## src/hw/lsrm_defines.svh

```systemverilog
// constants for the low supply reset monitor
`ifndef LSRM_DEFINES_SVH
`define LSRM_DEFINES_SVH
`define LSRM_ADDR_STATUS_CONTROL 4'h0
`define LSRM_ADDR_CONFIG         4'h4
`define LSRM_ADDR_IRQ_STATUS     4'h8
`define LSRM_ADDR_IRQ_MASK       4'hC
`define LSRM_BIT_FLAG            7
`define LSRM_BIT_TRIP_LEVEL_SELECT          0
`define LSRM_BIT_PWR             0
`define LSRM_BIT_RST             1
`define LSRM_BIT_EV_FLAG_SET     0
`define LSRM_BIT_EV_RESET        1
`define LSRM_CONFIG_RESET        2'h1
`define LSRM_RESET_FILTER_CYCLES 6'h09
`define LSRM_FLAG_FILTER_CYCLES  6'h24
`define LSRM_COUNT_MAX           6'h3F
`endif

```

## src/hw/lsrm_pkg.sv

```systemverilog
// types for the low supply reset monitor
package lsrm_pkg;
  typedef enum logic [1:0]
  {
    LSRM_RUN     = 2'b00,
    LSRM_IN_RST  = 2'b01
  } lsrm_state_type;
endpackage

```

## src/hw/lsrm_monitor.sv

```systemverilog
// low supply reset monitor: filter, flag, reset request and avalon register slave
//
// Design decisions made here: the address map and the Avalon-MM slave port.
`timescale 1ns/1ps
`include "lsrm_defines.svh"
module lsrm_monitor
  import lsrm_pkg::*;
(
  input  wire logic        clock_i,
  input  wire logic        reset_i,
  input  wire logic [3:0]  avs_address_i,
  input  wire logic        avs_read_i,
  input  wire logic        avs_write_i,
  input  wire logic [31:0] avs_writedata_i,
  input  wire logic [3:0]  avs_byteenable_i,
  output logic      [31:0] avs_readdata_o,
  output logic             avs_waitrequest_o,
  input  wire logic        below_trip_i,
  input  wire logic        above_recovery_i,
  input  wire logic        low_power_mode_i,
  output logic             trip_level_select_o,
  output logic             comparator_enable_o,
  output logic             chip_reset_req_o,
  output logic             reset_pin_n_o,
  output logic             reset_pin_oe_o,
  output logic             mode_wakeup_o,
  output logic             irq_o
);
  // ****************************************************************
  // synchronisers
  // ****************************************************************
  logic       below_meta;
  logic       below_sync;
  logic       above_meta;
  logic       above_sync;
  always_ff @(posedge clock_i or posedge reset_i)
  begin
    if (reset_i)
    begin
      below_meta <= 1'b0;
      below_sync <= 1'b0;
      above_meta <= 1'b0;
      above_sync <= 1'b0;
    end
    else
    begin
      below_meta <= below_trip_i;
      below_sync <= below_meta;
      above_meta <= above_recovery_i;
      above_sync <= above_meta;
    end
  end

  // ****************************************************************
  // register bus
  // ****************************************************************
  logic       wr_ok;
  logic       rd_hold;
  logic [1:0] config_bits;
  logic       trip_sel;
  logic       low_flag;
  logic [1:0] irq_status;
  logic [1:0] irq_mask;
  logic [1:0] events;
  logic       sel_change;
  logic       power_en;
  logic       reset_en;

  // one wait state on reads so readdata is registered
  assign avs_waitrequest_o = avs_read_i & ~rd_hold;
  assign wr_ok             = avs_write_i & avs_byteenable_i[0];
  assign power_en          = config_bits[`LSRM_BIT_PWR];
  assign reset_en          = config_bits[`LSRM_BIT_RST];
  assign sel_change        = wr_ok && (avs_address_i == `LSRM_ADDR_STATUS_CONTROL)
                             && (avs_writedata_i[`LSRM_BIT_TRIP_LEVEL_SELECT] != trip_sel);

  always_ff @(posedge clock_i or posedge reset_i)
  begin
    if (reset_i)
    begin
      rd_hold        <= 1'b0;
      avs_readdata_o <= 32'h0000_0000;
    end
    else
    begin
      rd_hold <= avs_read_i & ~rd_hold;
      if (avs_read_i & ~rd_hold)
      begin
        case (avs_address_i)
          `LSRM_ADDR_STATUS_CONTROL:
          begin
            avs_readdata_o <= {24'h000000, low_flag, 6'h00, trip_sel};
          end
          `LSRM_ADDR_CONFIG:
          begin
            avs_readdata_o <= {30'h0, config_bits};
          end
          `LSRM_ADDR_IRQ_STATUS:
          begin
            avs_readdata_o <= {30'h0, irq_status};
          end
          `LSRM_ADDR_IRQ_MASK:
          begin
            avs_readdata_o <= {30'h0, irq_mask};
          end
          default:
          begin
            avs_readdata_o <= 32'h0000_0000;
          end
        endcase
      end
    end
  end

  always_ff @(posedge clock_i or posedge reset_i)
  begin
    if (reset_i)
    begin
      trip_sel    <= 1'b0;
      config_bits <= `LSRM_CONFIG_RESET;
      irq_mask    <= 2'h0;
    end
    else if (wr_ok)
    begin
      case (avs_address_i)
        // flag bit of this word is read only, only the select is stored
        `LSRM_ADDR_STATUS_CONTROL:
        begin
          trip_sel <= avs_writedata_i[`LSRM_BIT_TRIP_LEVEL_SELECT];
        end
        `LSRM_ADDR_CONFIG:
        begin
          config_bits <= avs_writedata_i[1:0];
        end
        `LSRM_ADDR_IRQ_MASK:
        begin
          irq_mask <= avs_writedata_i[1:0];
        end
        default:
        begin
        end
      endcase
    end
  end

  // set wins over write-one-to-clear
  always_ff @(posedge clock_i or posedge reset_i)
  begin
    if (reset_i)
    begin
      irq_status <= 2'h0;
    end
    else if (wr_ok && avs_address_i == `LSRM_ADDR_IRQ_STATUS)
    begin
      irq_status <= (irq_status & ~avs_writedata_i[1:0]) | events;
    end
    else
    begin
      irq_status <= irq_status | events;
    end
  end
  // status bus interrupt only, the monitor itself requests none from the cpu
  assign irq_o = |(irq_status & irq_mask);

  // ****************************************************************
  // filters
  // ****************************************************************
  logic [5:0] low_count;
  logic       filtered_trip;
  always_ff @(posedge clock_i or posedge reset_i)
  begin
    if (reset_i)
    begin
      low_count <= 6'h00;
    end
    else if (!power_en || !below_sync)
    begin
      low_count <= 6'h00;
    end
    else if (low_count != `LSRM_COUNT_MAX)
    begin
      // saturates so a long brown out cannot wrap and re-arm the filters
      low_count <= low_count + 6'h01;
    end
  end
  assign filtered_trip = (low_count >= `LSRM_RESET_FILTER_CYCLES - 6'h01)
                         && below_sync && power_en && reset_en;

  always_ff @(posedge clock_i or posedge reset_i)
  begin
    if (reset_i)
    begin
      low_flag <= 1'b0;
    end
    else if (!power_en || above_sync)
    begin
      low_flag <= 1'b0;
    end
    else if (low_count >= `LSRM_FLAG_FILTER_CYCLES)
    begin
      // inside the hysteresis band neither branch fires, flag holds
      low_flag <= 1'b1;
    end
  end

  // ****************************************************************
  // reset sequencer
  // ****************************************************************
  lsrm_state_type state;
  lsrm_state_type next_state;
  logic           sel_low;
  logic           enter_rst;
  // select register, output register plus two sync stages: look once the new compare arrives
  logic [3:0]     sel_watch;
  always_ff @(posedge clock_i or posedge reset_i)
  begin
    if (reset_i)
    begin
      sel_watch <= 4'h0;
    end
    else
    begin
      sel_watch <= {sel_watch[2:0], sel_change};
    end
  end
  assign sel_low   = sel_watch[3] & below_sync;
  assign enter_rst = filtered_trip | sel_low;

  always_comb
  begin
    next_state = state;
    case (state)
      LSRM_RUN:
      begin
        // filtered trip, or a select change that leaves the synced input below the new trip, enters reset
        if (enter_rst)
        begin
          next_state = LSRM_IN_RST;
        end
      end
      LSRM_IN_RST:
      begin
        // one synced sample above recovery is enough to leave
        if (above_sync)
        begin
          next_state = LSRM_RUN;
        end
      end
      default:
      begin
        next_state = LSRM_RUN;
      end
    endcase
  end

  always_ff @(posedge clock_i or posedge reset_i)
  begin
    if (reset_i)
      state <= LSRM_RUN;
    else
      state <= next_state;
  end

  assign events = {(state == LSRM_RUN) && enter_rst,
                   (low_count == `LSRM_FLAG_FILTER_CYCLES) && !above_sync};

  always_ff @(posedge clock_i or posedge reset_i)
  begin
    if (reset_i)
    begin
      chip_reset_req_o <= 1'b0;
      reset_pin_n_o    <= 1'b1;
      reset_pin_oe_o   <= 1'b0;
      mode_wakeup_o    <= 1'b0;
    end
    else
    begin
      chip_reset_req_o <= (next_state == LSRM_IN_RST);
      reset_pin_n_o    <= 1'b0;
      reset_pin_oe_o   <= (next_state == LSRM_IN_RST);
      mode_wakeup_o    <= low_power_mode_i && (next_state == LSRM_IN_RST);
    end
  end

  // comparator kept powered through wait and stop when enabled
  always_ff @(posedge clock_i or posedge reset_i)
  begin
    if (reset_i)
    begin
      comparator_enable_o <= 1'b1;
    end
    else
    begin
      comparator_enable_o <= power_en;
    end
  end

  always_ff @(posedge clock_i or posedge reset_i)
  begin
    if (reset_i)
    begin
      trip_level_select_o <= 1'b0;
    end
    else
    begin
      trip_level_select_o <= trip_sel;
    end
  end
endmodule // lsrm_monitor

```

## config.mk

```make
export PLATFORM = sky130hd
export DESIGN_NAME = lsrm_monitor
export DESIGN_NICKNAME = d
export VERILOG_FILES = /design/src/hw/lsrm_pkg.sv /design/src/hw/lsrm_monitor.sv
export VERILOG_INCLUDE_DIRS = /design/src /design/src/hw
export SDC_FILE = /design/constraint.sdc
export NUM_CORES = 1
export LEC_CHECK = 0
export ABC_AREA = 1
export BUFFER_PORTS_ARGS = -buffer_cell sky130_fd_sc_hd__buf_2
export CAP_MARGIN = 20
export CORE_ASPECT_RATIO = 0.6
export CORE_UTILIZATION = 46
export CTS_BUF_LIST = sky130_fd_sc_hd__clkbuf_8
export DETAILED_ROUTE_END_ITERATION = 10
export PLACE_DENSITY = 0.91
export SLEW_MARGIN = 25
export SYNTH_ARGS = -nofsm -noshare
export SYNTH_HDL_FRONTEND = slang
export SYNTH_SLANG_ARGS = --single-unit
```

## constraint.sdc

```tcl
create_clock -name clock_i -period 1.48 [get_ports clock_i]
set_input_delay 0.222 -clock clock_i [delete_from_list [all_inputs] [get_ports clock_i]]
set_output_delay 0.222 -clock clock_i [all_outputs]
set_load 0.01 [all_outputs]
```

==> impl_metrics.env, run 1 <==
export IMPL_status="completed"
export IMPL_p_leak_nw=0.986
export IMPL_fmax_mhz=765
export IMPL_n_antenna_cell=0
export IMPL_wl_per_cell_um=11.1
export IMPL_dr_pass1_iters=4
export IMPL_cp_slowest_cell="dfrtp_1"
export IMPL_crit_fanout=7
export IMPL_drive_gt1_frac=0.249
export IMPL_met1_usage=0.226
export IMPL_grtUsageTotal=0.168
export IMPL_area_sequential_um2=830
export IMPL_skew_ns=0.00982
export IMPL_synth_yosys_seq_area_share=0.506
export IMPL_synth_top_family_by_area="simple AND/OR/NAND/NOR gates"
export IMPL_setup_tns_ns=0
export IMPL_cts_sinks=33
export IMPL_maxSlewViolCount=0
export IMPL_synth_xor_area_frac=0.0107
export IMPL_synth_warnings=0
export IMPL_yosysTopAreaCellShare=0.458
export IMPL_num_rows=16
export IMPL_die_h_um=48.2
export IMPL_ys_types=28
export IMPL_cts_inserted_buffers=5
export IMPL_fp_dieArea_um2=3810
export IMPL_synthFlopType="dfrtp_1"
export IMPL_worst_path_most_repeated_cell="nand3_1"
export IMPL_p_per_area_nw_per_um2=1140
export IMPL_start_kind="flip-flop"
export IMPL_internal_power_w=0.00155
export IMPL_synthMuxAreaShare=0
export IMPL_fp_dieW_um=79.0
export IMPL_synth_compound_area_frac=0.0596
export IMPL_hold_viol=0
export IMPL_ctsHtreeMaxLevel=2
export IMPL_area_growth_pct=11.4
export IMPL_cts_tree="done"
export IMPL_fill_cells=316
export IMPL_hold_path_class="in2async"
export IMPL_gp_congestion=0.777
export IMPL_clockBufferDepth=2
export IMPL_initialDrtViolationCount=39
export IMPL_overflow=0
export IMPL_path_clk_slew_ns=0.07
export IMPL_fin_total_pwr_w=0.00208
export IMPL_worstPathArrival_ns=1.47
export IMPL_antenna_found_initial=0
export IMPL_holdWs_ns=0.0107
export IMPL_ys_seq_elements=33
export IMPL_power_switching_w=0.000525
export IMPL_synth_edf_count=0
export IMPL_comb_power_share=0.115
export IMPL_crit_path_end_kind="flip-flop"
export IMPL_syn_area_per_cell_um2=9.36
export IMPL_p_seq_frac=0.497
export IMPL_multi_input_area_um2=622
export IMPL_via_count=1127
export IMPL_fin_cells=254
export IMPL_synth_simple_gate_area_frac=0.223
export IMPL_cts_resized=0
export IMPL_crit_buf_inv=0
export IMPL_wl_mm=2.82
export IMPL_start_util=0.493
export IMPL_cts_root_buffer="clkbuf_8"
export IMPL_setup_violations_final=0
export IMPL_via_per_inst=4.44
export IMPL_cts_setup_buffers=0
export IMPL_place_inst=246
export IMPL_swShare=0.253
export IMPL_grt_pass1_vias=992
export IMPL_synth_top_cell_by_area="dfrtp_1"
export IMPL_top_usage_layer="met2"
export IMPL_ys_top_cells_by_area="dfrtp_1 46%, buf_4 14%, nand2_1 6.9%"
export IMPL_worstPathCellList="ha_1 > nand3_1 > nor2_1 > nand2_2 > nand3_1 > o21ai_1"
export IMPL_hold_buffers=0
export IMPL_postRouteAntennaNets=0
export IMPL_p_clk_frac=0.388
export IMPL_synth_adder_area_share=0.0153
export IMPL_worstSetupPathType="reg2reg"
export IMPL_grt_max_degree=34
export IMPL_final_nets=257
export IMPL_vdd_drop_max_v=0.000612
export IMPL_netlist_area_um2=1640
export IMPL_period_minus_slack_ns=1.31
export IMPL_ys_async_sr_fraction=1.00
export IMPL_pin_count=87
export IMPL_crit_required_ns=1.65
export IMPL_io_buffers=24
export IMPL_grt_pass1_wl_mm=4.57
export IMPL_cpPeakStageDelay_ns=0.41
export IMPL_drv_cap=0
export IMPL_met3_usage=0.0561
export IMPL_rsz0062_at_grt="no"
export IMPL_critPathTopFamily="simple AND/OR/NAND/NOR gates"
export IMPL_drc=0
export IMPL_fin_crit_sh=0.883
export IMPL_synthCells=175
export IMPL_use_met2=0.257
export IMPL_dp_hpwl_mm=2.18
export IMPL_core_um2=3320
export IMPL_worstSkewPairLatency_ns=0.28
power groups by stage:
stage	logic (W)	registers (W)	clock network, W
3_5_place_dp	0.000240	0.00105	0
2_1_floorplan	0.000213	0.00104	0
6_report	0.000239	0.00103	0.000805
4_1_cts	0.000241	0.00103	0.000826
3_3_place_gp	0.000232	0.00104	0
5_1_grt	0.000279	0.00104	0.000852
cell usage after synthesis (2+ instances only):
library cell and instances:
nor2_1 10, nand2_2 4, inv_1 15, o21ai_1 12
nand2_1 30, inv_2 2, ha_1 2, nand3_1 15
dfstp_2 3, buf_4 30, nor2_4 2, nand4_1 3
nor2_2 2, xnor2_1 2, dfrtp_1 30
cell type report:
cell class	instances	share of cell area
multi-input cells	123	0.341
well taps	45	0.0309
clock buffers	5	0.0377
repair buffers	26	0.0741
flip-flops and latches	33	0.455
clock inverters	3	0.0213
inverters	19	0.0405
metrics by stage:
| step | setup WS (ns) | cell area (um^2) | utilization |
|---|---|---|---|
| after global routing | 0.0312 | 1820 | 0.549 |
| after global placement | 0.243 | 1720 | 0.517 |
| final | 0.173 | 1820 | 0.549 |
| after CTS | 0.173 | 1820 | 0.549 |
| after floorplan | 0.377 | 1750 | - |
| after detailed placement | 0.212 | 1720 | 0.517 |
layout by cell type (no fill, tap or decap), drive strengths merged:
cell type | synthesis | routed
nand2 | 34 | 34
conb | 1 | 31
dfrtp | 30 | 30
buf | 30 | 26
inv | 18 | 19
nand3 | 16 | 16
nor2 | 15 | 15
o21ai | 14 | 14
clkbuf | 0 | 5
nand4 | 3 | 3
dfstp | 3 | 3
nor3 | 3 | 3
xnor2 | 2 | 2
ha | 2 | 2
clkinv | 1 | 2
a22o | 1 | 1
a21boi | 1 | 1
a211oi | 1 | 1
bufinv | 0 | 1
cell families after synthesis:
logic type | Yosys count
and+or+nand+nor | 71
adders and majority gates | 2
AOI/OAI and AO/OA | 17
other | 1
xor gates and xnor gates | 2
DFF | 33
buffers and inverters | 49
worst register-to-register path, cell delays in order (launching register included):
cell and delay, ns:
dfrtp_1 0.41, ha_1 0.21, nand3_1 0.13, nor2_1 0.15
nand2_2 0.12, nand3_1 0.10, o21ai_1 0.07
layer usage:
layer  part of all wire  vias up
met5                  0        -
li1                   -      560
met2               0.44       37
met3              0.069        3
met4             0.0082        0
met1               0.48      527
flip-flops by register name (all words and copies together), names as in the netlist, 2 cells and up:
register	flops
irq_status	2
sel_watch	4
irq_mask	2
low_count	6
config_bits	2
avs_readdata_o	3
state	2
worst paths after layout:
kind,from,to,slack [ns],depth (start not counted)
setup / recovery,low_count[0],low_count[1],0.17,6
hold / removal,reset_i,below_meta,0.01,3
setup reg to reg,low_count[0],low_count[1],0.17,6
hold reg to reg,sel_watch[1],sel_watch[2],0.35,0
max in group asynchronous,reset_i,comparator_enable_o,1.14,3
min in group clock_i,above_recovery_i,above_meta,0.04,1
Note: power is estimated with default switching activity, not from simulation.
==> run 2, diff against run 1 <==
--- a/config.mk
+++ b/config.mk
@@ -6,7 +6,7 @@
 export SDC_FILE = /design/constraint.sdc
 export NUM_CORES = 1
 export LEC_CHECK = 0
-export ABC_AREA = 1
+export ABC_AREA = 0
 export BUFFER_PORTS_ARGS = -buffer_cell sky130_fd_sc_hd__buf_2
 export CAP_MARGIN = 20
 export CORE_ASPECT_RATIO = 0.6
==> run 2 against run 1 <==
First-iteration DRC count up 85%. Cell area fell by 4.0%. Cell count down 16%. Synthesized cell count shrank 22%. Critical path type unchanged. Synthesized area fell by 2.6%.
==> impl_metrics.env, run 2 <==
export IMPL_yosysTopAreaCellShare=0.471
export IMPL_crit_path_end_kind="flip-flop"
export IMPL_status="completed"
export IMPL_period_minus_slack_ns=1.33
export IMPL_num_rows=16
export IMPL_pin_count=87
export IMPL_p_leak_nw=0.885
export IMPL_regMostFlops="low_count"
export IMPL_final_cell_mix="31 x conb_1, 30 x dfrtp_1, 24 x buf_2, 8 x inv_1, 6 x clkbuf_8"
export IMPL_ys_seq_elements=33
export IMPL_start_kind="flip-flop"
export IMPL_reg_top3="low_count (6), sel_watch (4), avs_readdata_o (3)"
export IMPL_fin_crit_sh=0.900
export IMPL_cts_tree="done"
export IMPL_die_h_um=47.6
export IMPL_synthFlopType="dfrtp_1"
export IMPL_ctsHtreeMaxLevel=2
export IMPL_fmax_mhz=751
export IMPL_wl_per_cell_um=12.6
export IMPL_synthMuxAreaShare=0.0620
export IMPL_drive_gt1_frac=0.278
export IMPL_ys_types=39
export IMPL_synth_adder_area_share=0.0157
export IMPL_fp_dieArea_um2=3720
export IMPL_cts_root_buffer="clkbuf_8"
export IMPL_worstPathArrival_ns=1.54
export IMPL_dp_hpwl_mm=2.00
export IMPL_skew_ns=0.00608
export IMPL_synth_xor_area_frac=0.0110
export IMPL_via_per_inst=4.73
export IMPL_clockBufferDepth=2
export IMPL_overflow=0
export IMPL_worstSkewPairLatency_ns=0.29
export IMPL_p_per_area_nw_per_um2=1090
export IMPL_hold_buffers=0
export IMPL_setup_tns_ns=0
export IMPL_synth_yosys_seq_area_share=0.520
export IMPL_synth_edf_count=0
export IMPL_fin_area_um2=1750
export IMPL_grtUsageTotal=0.168
export IMPL_synth_top_family_by_area="buffers and inverters"
export IMPL_hold_path_class="in2async"
export IMPL_ys_top_cells_by_area="dfrtp_1 47%, buf_4 14%, dfstp_2 4.9%"
export IMPL_via_count=1013
export IMPL_rsz0062_at_grt="no"
export IMPL_netlist_area_um2=1600
export IMPL_drv_cap=0
export IMPL_drc=0
export IMPL_cts_sinks=33
export IMPL_wl_mm=2.69
export IMPL_grt_pass1_vias=936
export IMPL_fin_total_pwr_w=0.00192
export IMPL_hold_viol=0
export IMPL_vdd_drop_max_v=0.000503
export IMPL_initialDrtViolationCount=72
export IMPL_area_growth_pct=9.80
export IMPL_synthCells=136
export IMPL_core_um2=3280
export IMPL_grt_pass1_wl_mm=4.35
export IMPL_cts_setup_buffers=0
export IMPL_crit_required_ns=1.69
export IMPL_dr_pass1_iters=4
export IMPL_syn_area_per_cell_um2=11.7
export IMPL_worstSetupPathType="reg2reg"
export IMPL_synth_compound_area_frac=0.0980
export IMPL_maxSlewViolCount=0
export IMPL_place_area_um2=1660
export IMPL_crit_fanout=4
export IMPL_ys_async_sr_fraction=1.00
export IMPL_synth_simple_gate_area_frac=0.118
export IMPL_synth_top_cell_by_area="dfrtp_1"
export IMPL_postRouteAntennaNets=0
export IMPL_cts_resized=0
export IMPL_largest_reg_flops=6
export IMPL_path_clk_slew_ns=0.06
export IMPL_fp_dieW_um=78.0
export IMPL_synth_warnings=0
export IMPL_n_antenna_cell=0
export IMPL_synth_commonest_cells="30 x buf_4, 30 x dfrtp_1, 6 x inv_1"
export IMPL_cts_inserted_buffers=5
export IMPL_final_nets=217
export IMPL_grt_max_degree=34
export IMPL_final_common_cell="conb_1"
export IMPL_antenna_found_initial=0
export IMPL_io_buffers=24
export IMPL_start_util=0.486
export IMPL_setup_violations_final=0
export IMPL_gp_congestion=0.773
[run 2: metal layers]
layer | vias to the layer above | GRT usage | part of all wire
li1 | 480 | - | -
met1 | 495 | 0.214 | 0.48
met2 | 33 | 0.271 | 0.44
met3 | 5 | 0.0533 | 0.060
met4 | 0 | 0.0889 | 0.020
met5 | - | 0 | 0
[run 2: cells by family after synthesis]
group / count (synthesis)
xor gates and xnor gates: 2
other: 1
adders and majority gates: 2
buffers and inverters: 39
AOI/OAI and AO/OA: 20
DFF: 33
muxes: 8
and+or+nand+nor: 31
[run 2: report_power, final]
| part | switching [W] | internal, W | total (W) |
|---|---|---|---|
| Sequential | 0.0000412 | 0.000972 | 0.00101 |
| Clock | 0.000304 | 0.000365 | 0.000669 |
| Combinational | 0.000137 | 0.0000962 | 0.000233 |
| Total | 0.000482 | 0.00143 | 0.00192 |
[run 2: cell type report]
class	count	area (um^2)
Fill cell	307	1530
Sequential cell	33	830
Multi-Input combinational cell	94	603
Timing Repair Buffer	28	150
Clock buffer	6	82.6
Tap cell	45	56.3
Inverter	6	22.5
Clock inverter	2	7.51
[run 2: critical path: stages (launching register included)]
cell and delay [ns]:
dfrtp_1 0.40, ha_1 0.22, nand3_1 0.15, or3_1 0.37, a21oi_1 0.12
[run 2: stage by stage]
step	setup slack [ns]	util	hold WS (ns)	cells
6_report	0.148	0.534	0.00509	214
5_1_grt	0.0355	0.534	0.0278	214
4_1_cts	0.134	0.534	0.0105	214
3_5_place_dp	0.157	0.506	0.325	206
3_3_place_gp	0.157	0.506	0.317	206
2_1_floorplan	0.200	-	0.253	166
[run 2: worst paths after layout]
path	cells after the start	endpoint	from	slack, ns
worst max-delay path	4	low_count[1]	low_count[0]	0.15
worst min-delay path	3	below_sync	reset_i	0.005
worst max register to register	4	low_count[1]	low_count[0]	0.15
worst min register to register	0	sel_watch[2]	sel_watch[1]	0.35
max in group asynchronous	3	reset_pin_n_o	reset_i	1.15
min in group clock_i	1	above_meta	above_recovery_i	0.04
==> run 3, diff against run 2 <==
--- a/config.mk
+++ b/config.mk
@@ -10,10 +10,10 @@
 export BUFFER_PORTS_ARGS = -buffer_cell sky130_fd_sc_hd__buf_2
 export CAP_MARGIN = 20
 export CORE_ASPECT_RATIO = 0.6
-export CORE_UTILIZATION = 46
+export CORE_UTILIZATION = 41
 export CTS_BUF_LIST = sky130_fd_sc_hd__clkbuf_8
 export DETAILED_ROUTE_END_ITERATION = 10
-export PLACE_DENSITY = 0.91
+export PLACE_DENSITY = 0.86
 export SLEW_MARGIN = 25
 export SYNTH_ARGS = -nofsm -noshare
 export SYNTH_HDL_FRONTEND = slang
==> constraint.sdc (replaced) <==
create_clock -name clock_i -period 1.2 [get_ports clock_i]
set_input_delay 0.18 -clock clock_i [delete_from_list [all_inputs] [get_ports clock_i]]
set_output_delay 0.18 -clock clock_i [all_outputs]
set_load 0.01 [all_outputs]
==> run 3 against run 2 <==
The run now ends with negative setup slack left. Clock power grew 19%. Cell area up 19%. Wire length rose by 19%. First-iteration DRC count decreased by 35%. Global-route usage is 0.37 points lower. Register-to-register slack got worse by 0.30 ns. Critical path type unchanged. Largest power group unchanged.
==> impl_metrics.env, run 3 (same netlist as run 2, synthesis figures left out) <==
export IMPL_die_h_um=50.3
export IMPL_crit_end="reset_pin_oe_o"
export IMPL_reg2reg_depth=3
export IMPL_fp_dieArea_um2=4150
export IMPL_maxSlewViolCount=0
export IMPL_cts_root_buffer="clkbuf_8"
export IMPL_num_rows=17
export IMPL_r2r_start="low_count[4]"
export IMPL_rsz0062_at_grt="yes"
export IMPL_dp_hpwl_mm=2.22
export IMPL_fin_total_pwr_w=0.00245
export IMPL_min_from="avs_writedata_i[1]"
export IMPL_comb_power_share=0.164
export IMPL_holdWs_ns=0.162
export IMPL_final_common_cell="conb_1"
export IMPL_setup_violations_final=6
export IMPL_setup_slack_ns=-0.156
export IMPL_p_leak_nw=1.01
export IMPL_grtUsageTotal=0.165
export IMPL_fin_cells=237
export IMPL_p_seq_frac=0.511
export IMPL_grt_max_degree=34
export IMPL_swShare=0.268
export IMPL_pin_count=87
export IMPL_crit_fanout=3
export IMPL_clockBufferDepth=2
export IMPL_setup_tns_ns=-0.722
export IMPL_grt_pass1_wl_mm=4.76
export IMPL_worstSkewPairLatency_ns=0.28
export IMPL_wl_mm=3.20
export IMPL_dr_pass1_iters=4
export IMPL_ctsHtreeMaxLevel=2
export IMPL_path_clk_slew_ns=0.07
export IMPL_wl_per_cell_um=13.5
export IMPL_crit_path_end_kind="flip-flop"
export IMPL_start_kind="flip-flop"
export IMPL_io_buffers=24
export IMPL_cts_sinks=33
export IMPL_via_count=1090
export IMPL_fp_dieW_um=82.5
export IMPL_grt_pass1_vias=1055
export IMPL_place_inst=220
export IMPL_p_clk_frac=0.324
export IMPL_drc=0
export IMPL_antenna_found_initial=0
export IMPL_internal_power_w=0.00179
export IMPL_fmax_mhz=737
export IMPL_reg_top3="low_count (6), sel_watch (4), avs_readdata_o (3)"
export IMPL_overflow=0
export IMPL_hold_viol=0
export IMPL_postRouteAntennaNets=0
export IMPL_initialDrtViolationCount=47
export IMPL_reg2reg_slack_ns=-0.16
export IMPL_vdd_drop_max_v=0.000772
export IMPL_setup_worst_path_start="low_count[4]"
export IMPL_n_antenna_cell=0
export IMPL_area_growth_pct=31.0
export IMPL_gp_congestion=0.799
export IMPL_period_minus_slack_ns=1.36
export IMPL_power_switching_w=0.000657
export IMPL_failed_checks="negative setup slack"
export IMPL_cp_slowest_cell="dfrtp_1"
export IMPL_regMostFlops="low_count"
export IMPL_worstSetupPathType="reg2reg"
export IMPL_cpPeakStageDelay_ns=0.42
export IMPL_start_util=0.431
export IMPL_p_per_area_nw_per_um2=1170
export IMPL_final_nets=238
export IMPL_final_cell_mix="31 x conb_1, 30 x dfrtp_1, 23 x buf_2, 17 x buf_4"
export IMPL_fin_crit_sh=1.13
export IMPL_status="finished, violations left"
export IMPL_drv_cap=0
export IMPL_r2r_end="reset_pin_oe_o"
export IMPL_cts_inserted_buffers=5
export IMPL_drive_gt1_frac=0.468
export IMPL_skew_ns=0.00574
export IMPL_worstPathCellList="or3_4 > a211oi_4 > a211oi_1"
export IMPL_worstPathArrival_ns=1.50
export IMPL_core_um2=3700
export IMPL_hold_path_class="in2reg"
export IMPL_fill_cells=331
export IMPL_largest_reg_flops=6
export IMPL_cts_tree="done"
export IMPL_crit_required_ns=1.35
export IMPL_via_per_inst=4.60
[run 3: cell types whose count changed in the layout (fill, tap and decap cells not counted), moves of 3 or more]
cell           change
nand3_1            -3
nand2_2            +3
buf_6              +5
dlygate4sd3_1      +3
nand2_1            -3
buf_4             +13
inv_1              -3
[run 3: worst min-delay path by stage]
stage | to | slack [ns] | cells after the start
4_1_cts | mode_wakeup_o | 0.12 | 3
2_1_floorplan | above_meta | 0.21 | 0
6_report | irq_mask[1] | 0.16 | 2
3_5_place_dp | config_bits[1] | 0.23 | 3
5_1_grt | mode_wakeup_o | 0.16 | 3
3_3_place_gp | sel_watch[0] | 0.23 | 3
[run 3: timing repair]
action	4_1_cts	5_1_grt
setup endpoints to repair	12	13
pin swaps	3	9
hold endpoints to repair	32	0
gates resized for setup	12	21
setup buffers	4	3
cloned	0	0
hold buffers	3	0
[run 3: per-layer routing]
| layer | vias up | global-route usage | share of wire |
|---|---|---|---|
| li1 | 526 | - | - |
| met1 | 530 | 0.206 | 0.45 |
| met2 | 27 | 0.256 | 0.49 |
| met3 | 7 | 0.0545 | 0.049 |
| met4 | 0 | 0.0776 | 0.014 |
| met5 | - | 0 | 0 |
[run 3: critical path: cells and delay by family, from the launching register on]
| family | cells | cell delay, ns |
|---|---|---|
| AO/OA/AOI/OAI | 2 | 0.40 |
| flip-flops | 1 | 0.42 |
| AND/OR/NAND/NOR | 1 | 0.40 |
[run 3: through the flow]
stage	cell area [um^2]	setup slack (ns)	util
after floorplan	1720	-0.0797	-
after global placement	1770	-0.102	0.479
after detailed placement	1770	-0.109	0.479
after CTS	1960	-0.162	0.530
after global routing	2090	-0.209	0.565
final	2090	-0.156	0.565
[run 3: power groups by stage]
stage	Combinational [W]	Clock [W]	Sequential, W
2_1_floorplan	0.000245	0	0.00127
3_3_place_gp	0.000332	0	0.00126
3_5_place_dp	0.000344	0	0.00126
4_1_cts	0.000384	0.000818	0.00124
5_1_grt	0.000449	0.000871	0.00126
6_report	0.000402	0.000793	0.00125
[run 3: cell type report]
type	count	area (um^2)	share of cell area
flip-flops and latches	33	830	0.397
inverters	6	22.5	0.0108
clock buffers	5	68.8	0.0329
multi-input cells	94	747	0.357
clock inverters	3	13.8	0.00659
repair buffers	49	349	0.167
well taps	47	58.8	0.0281
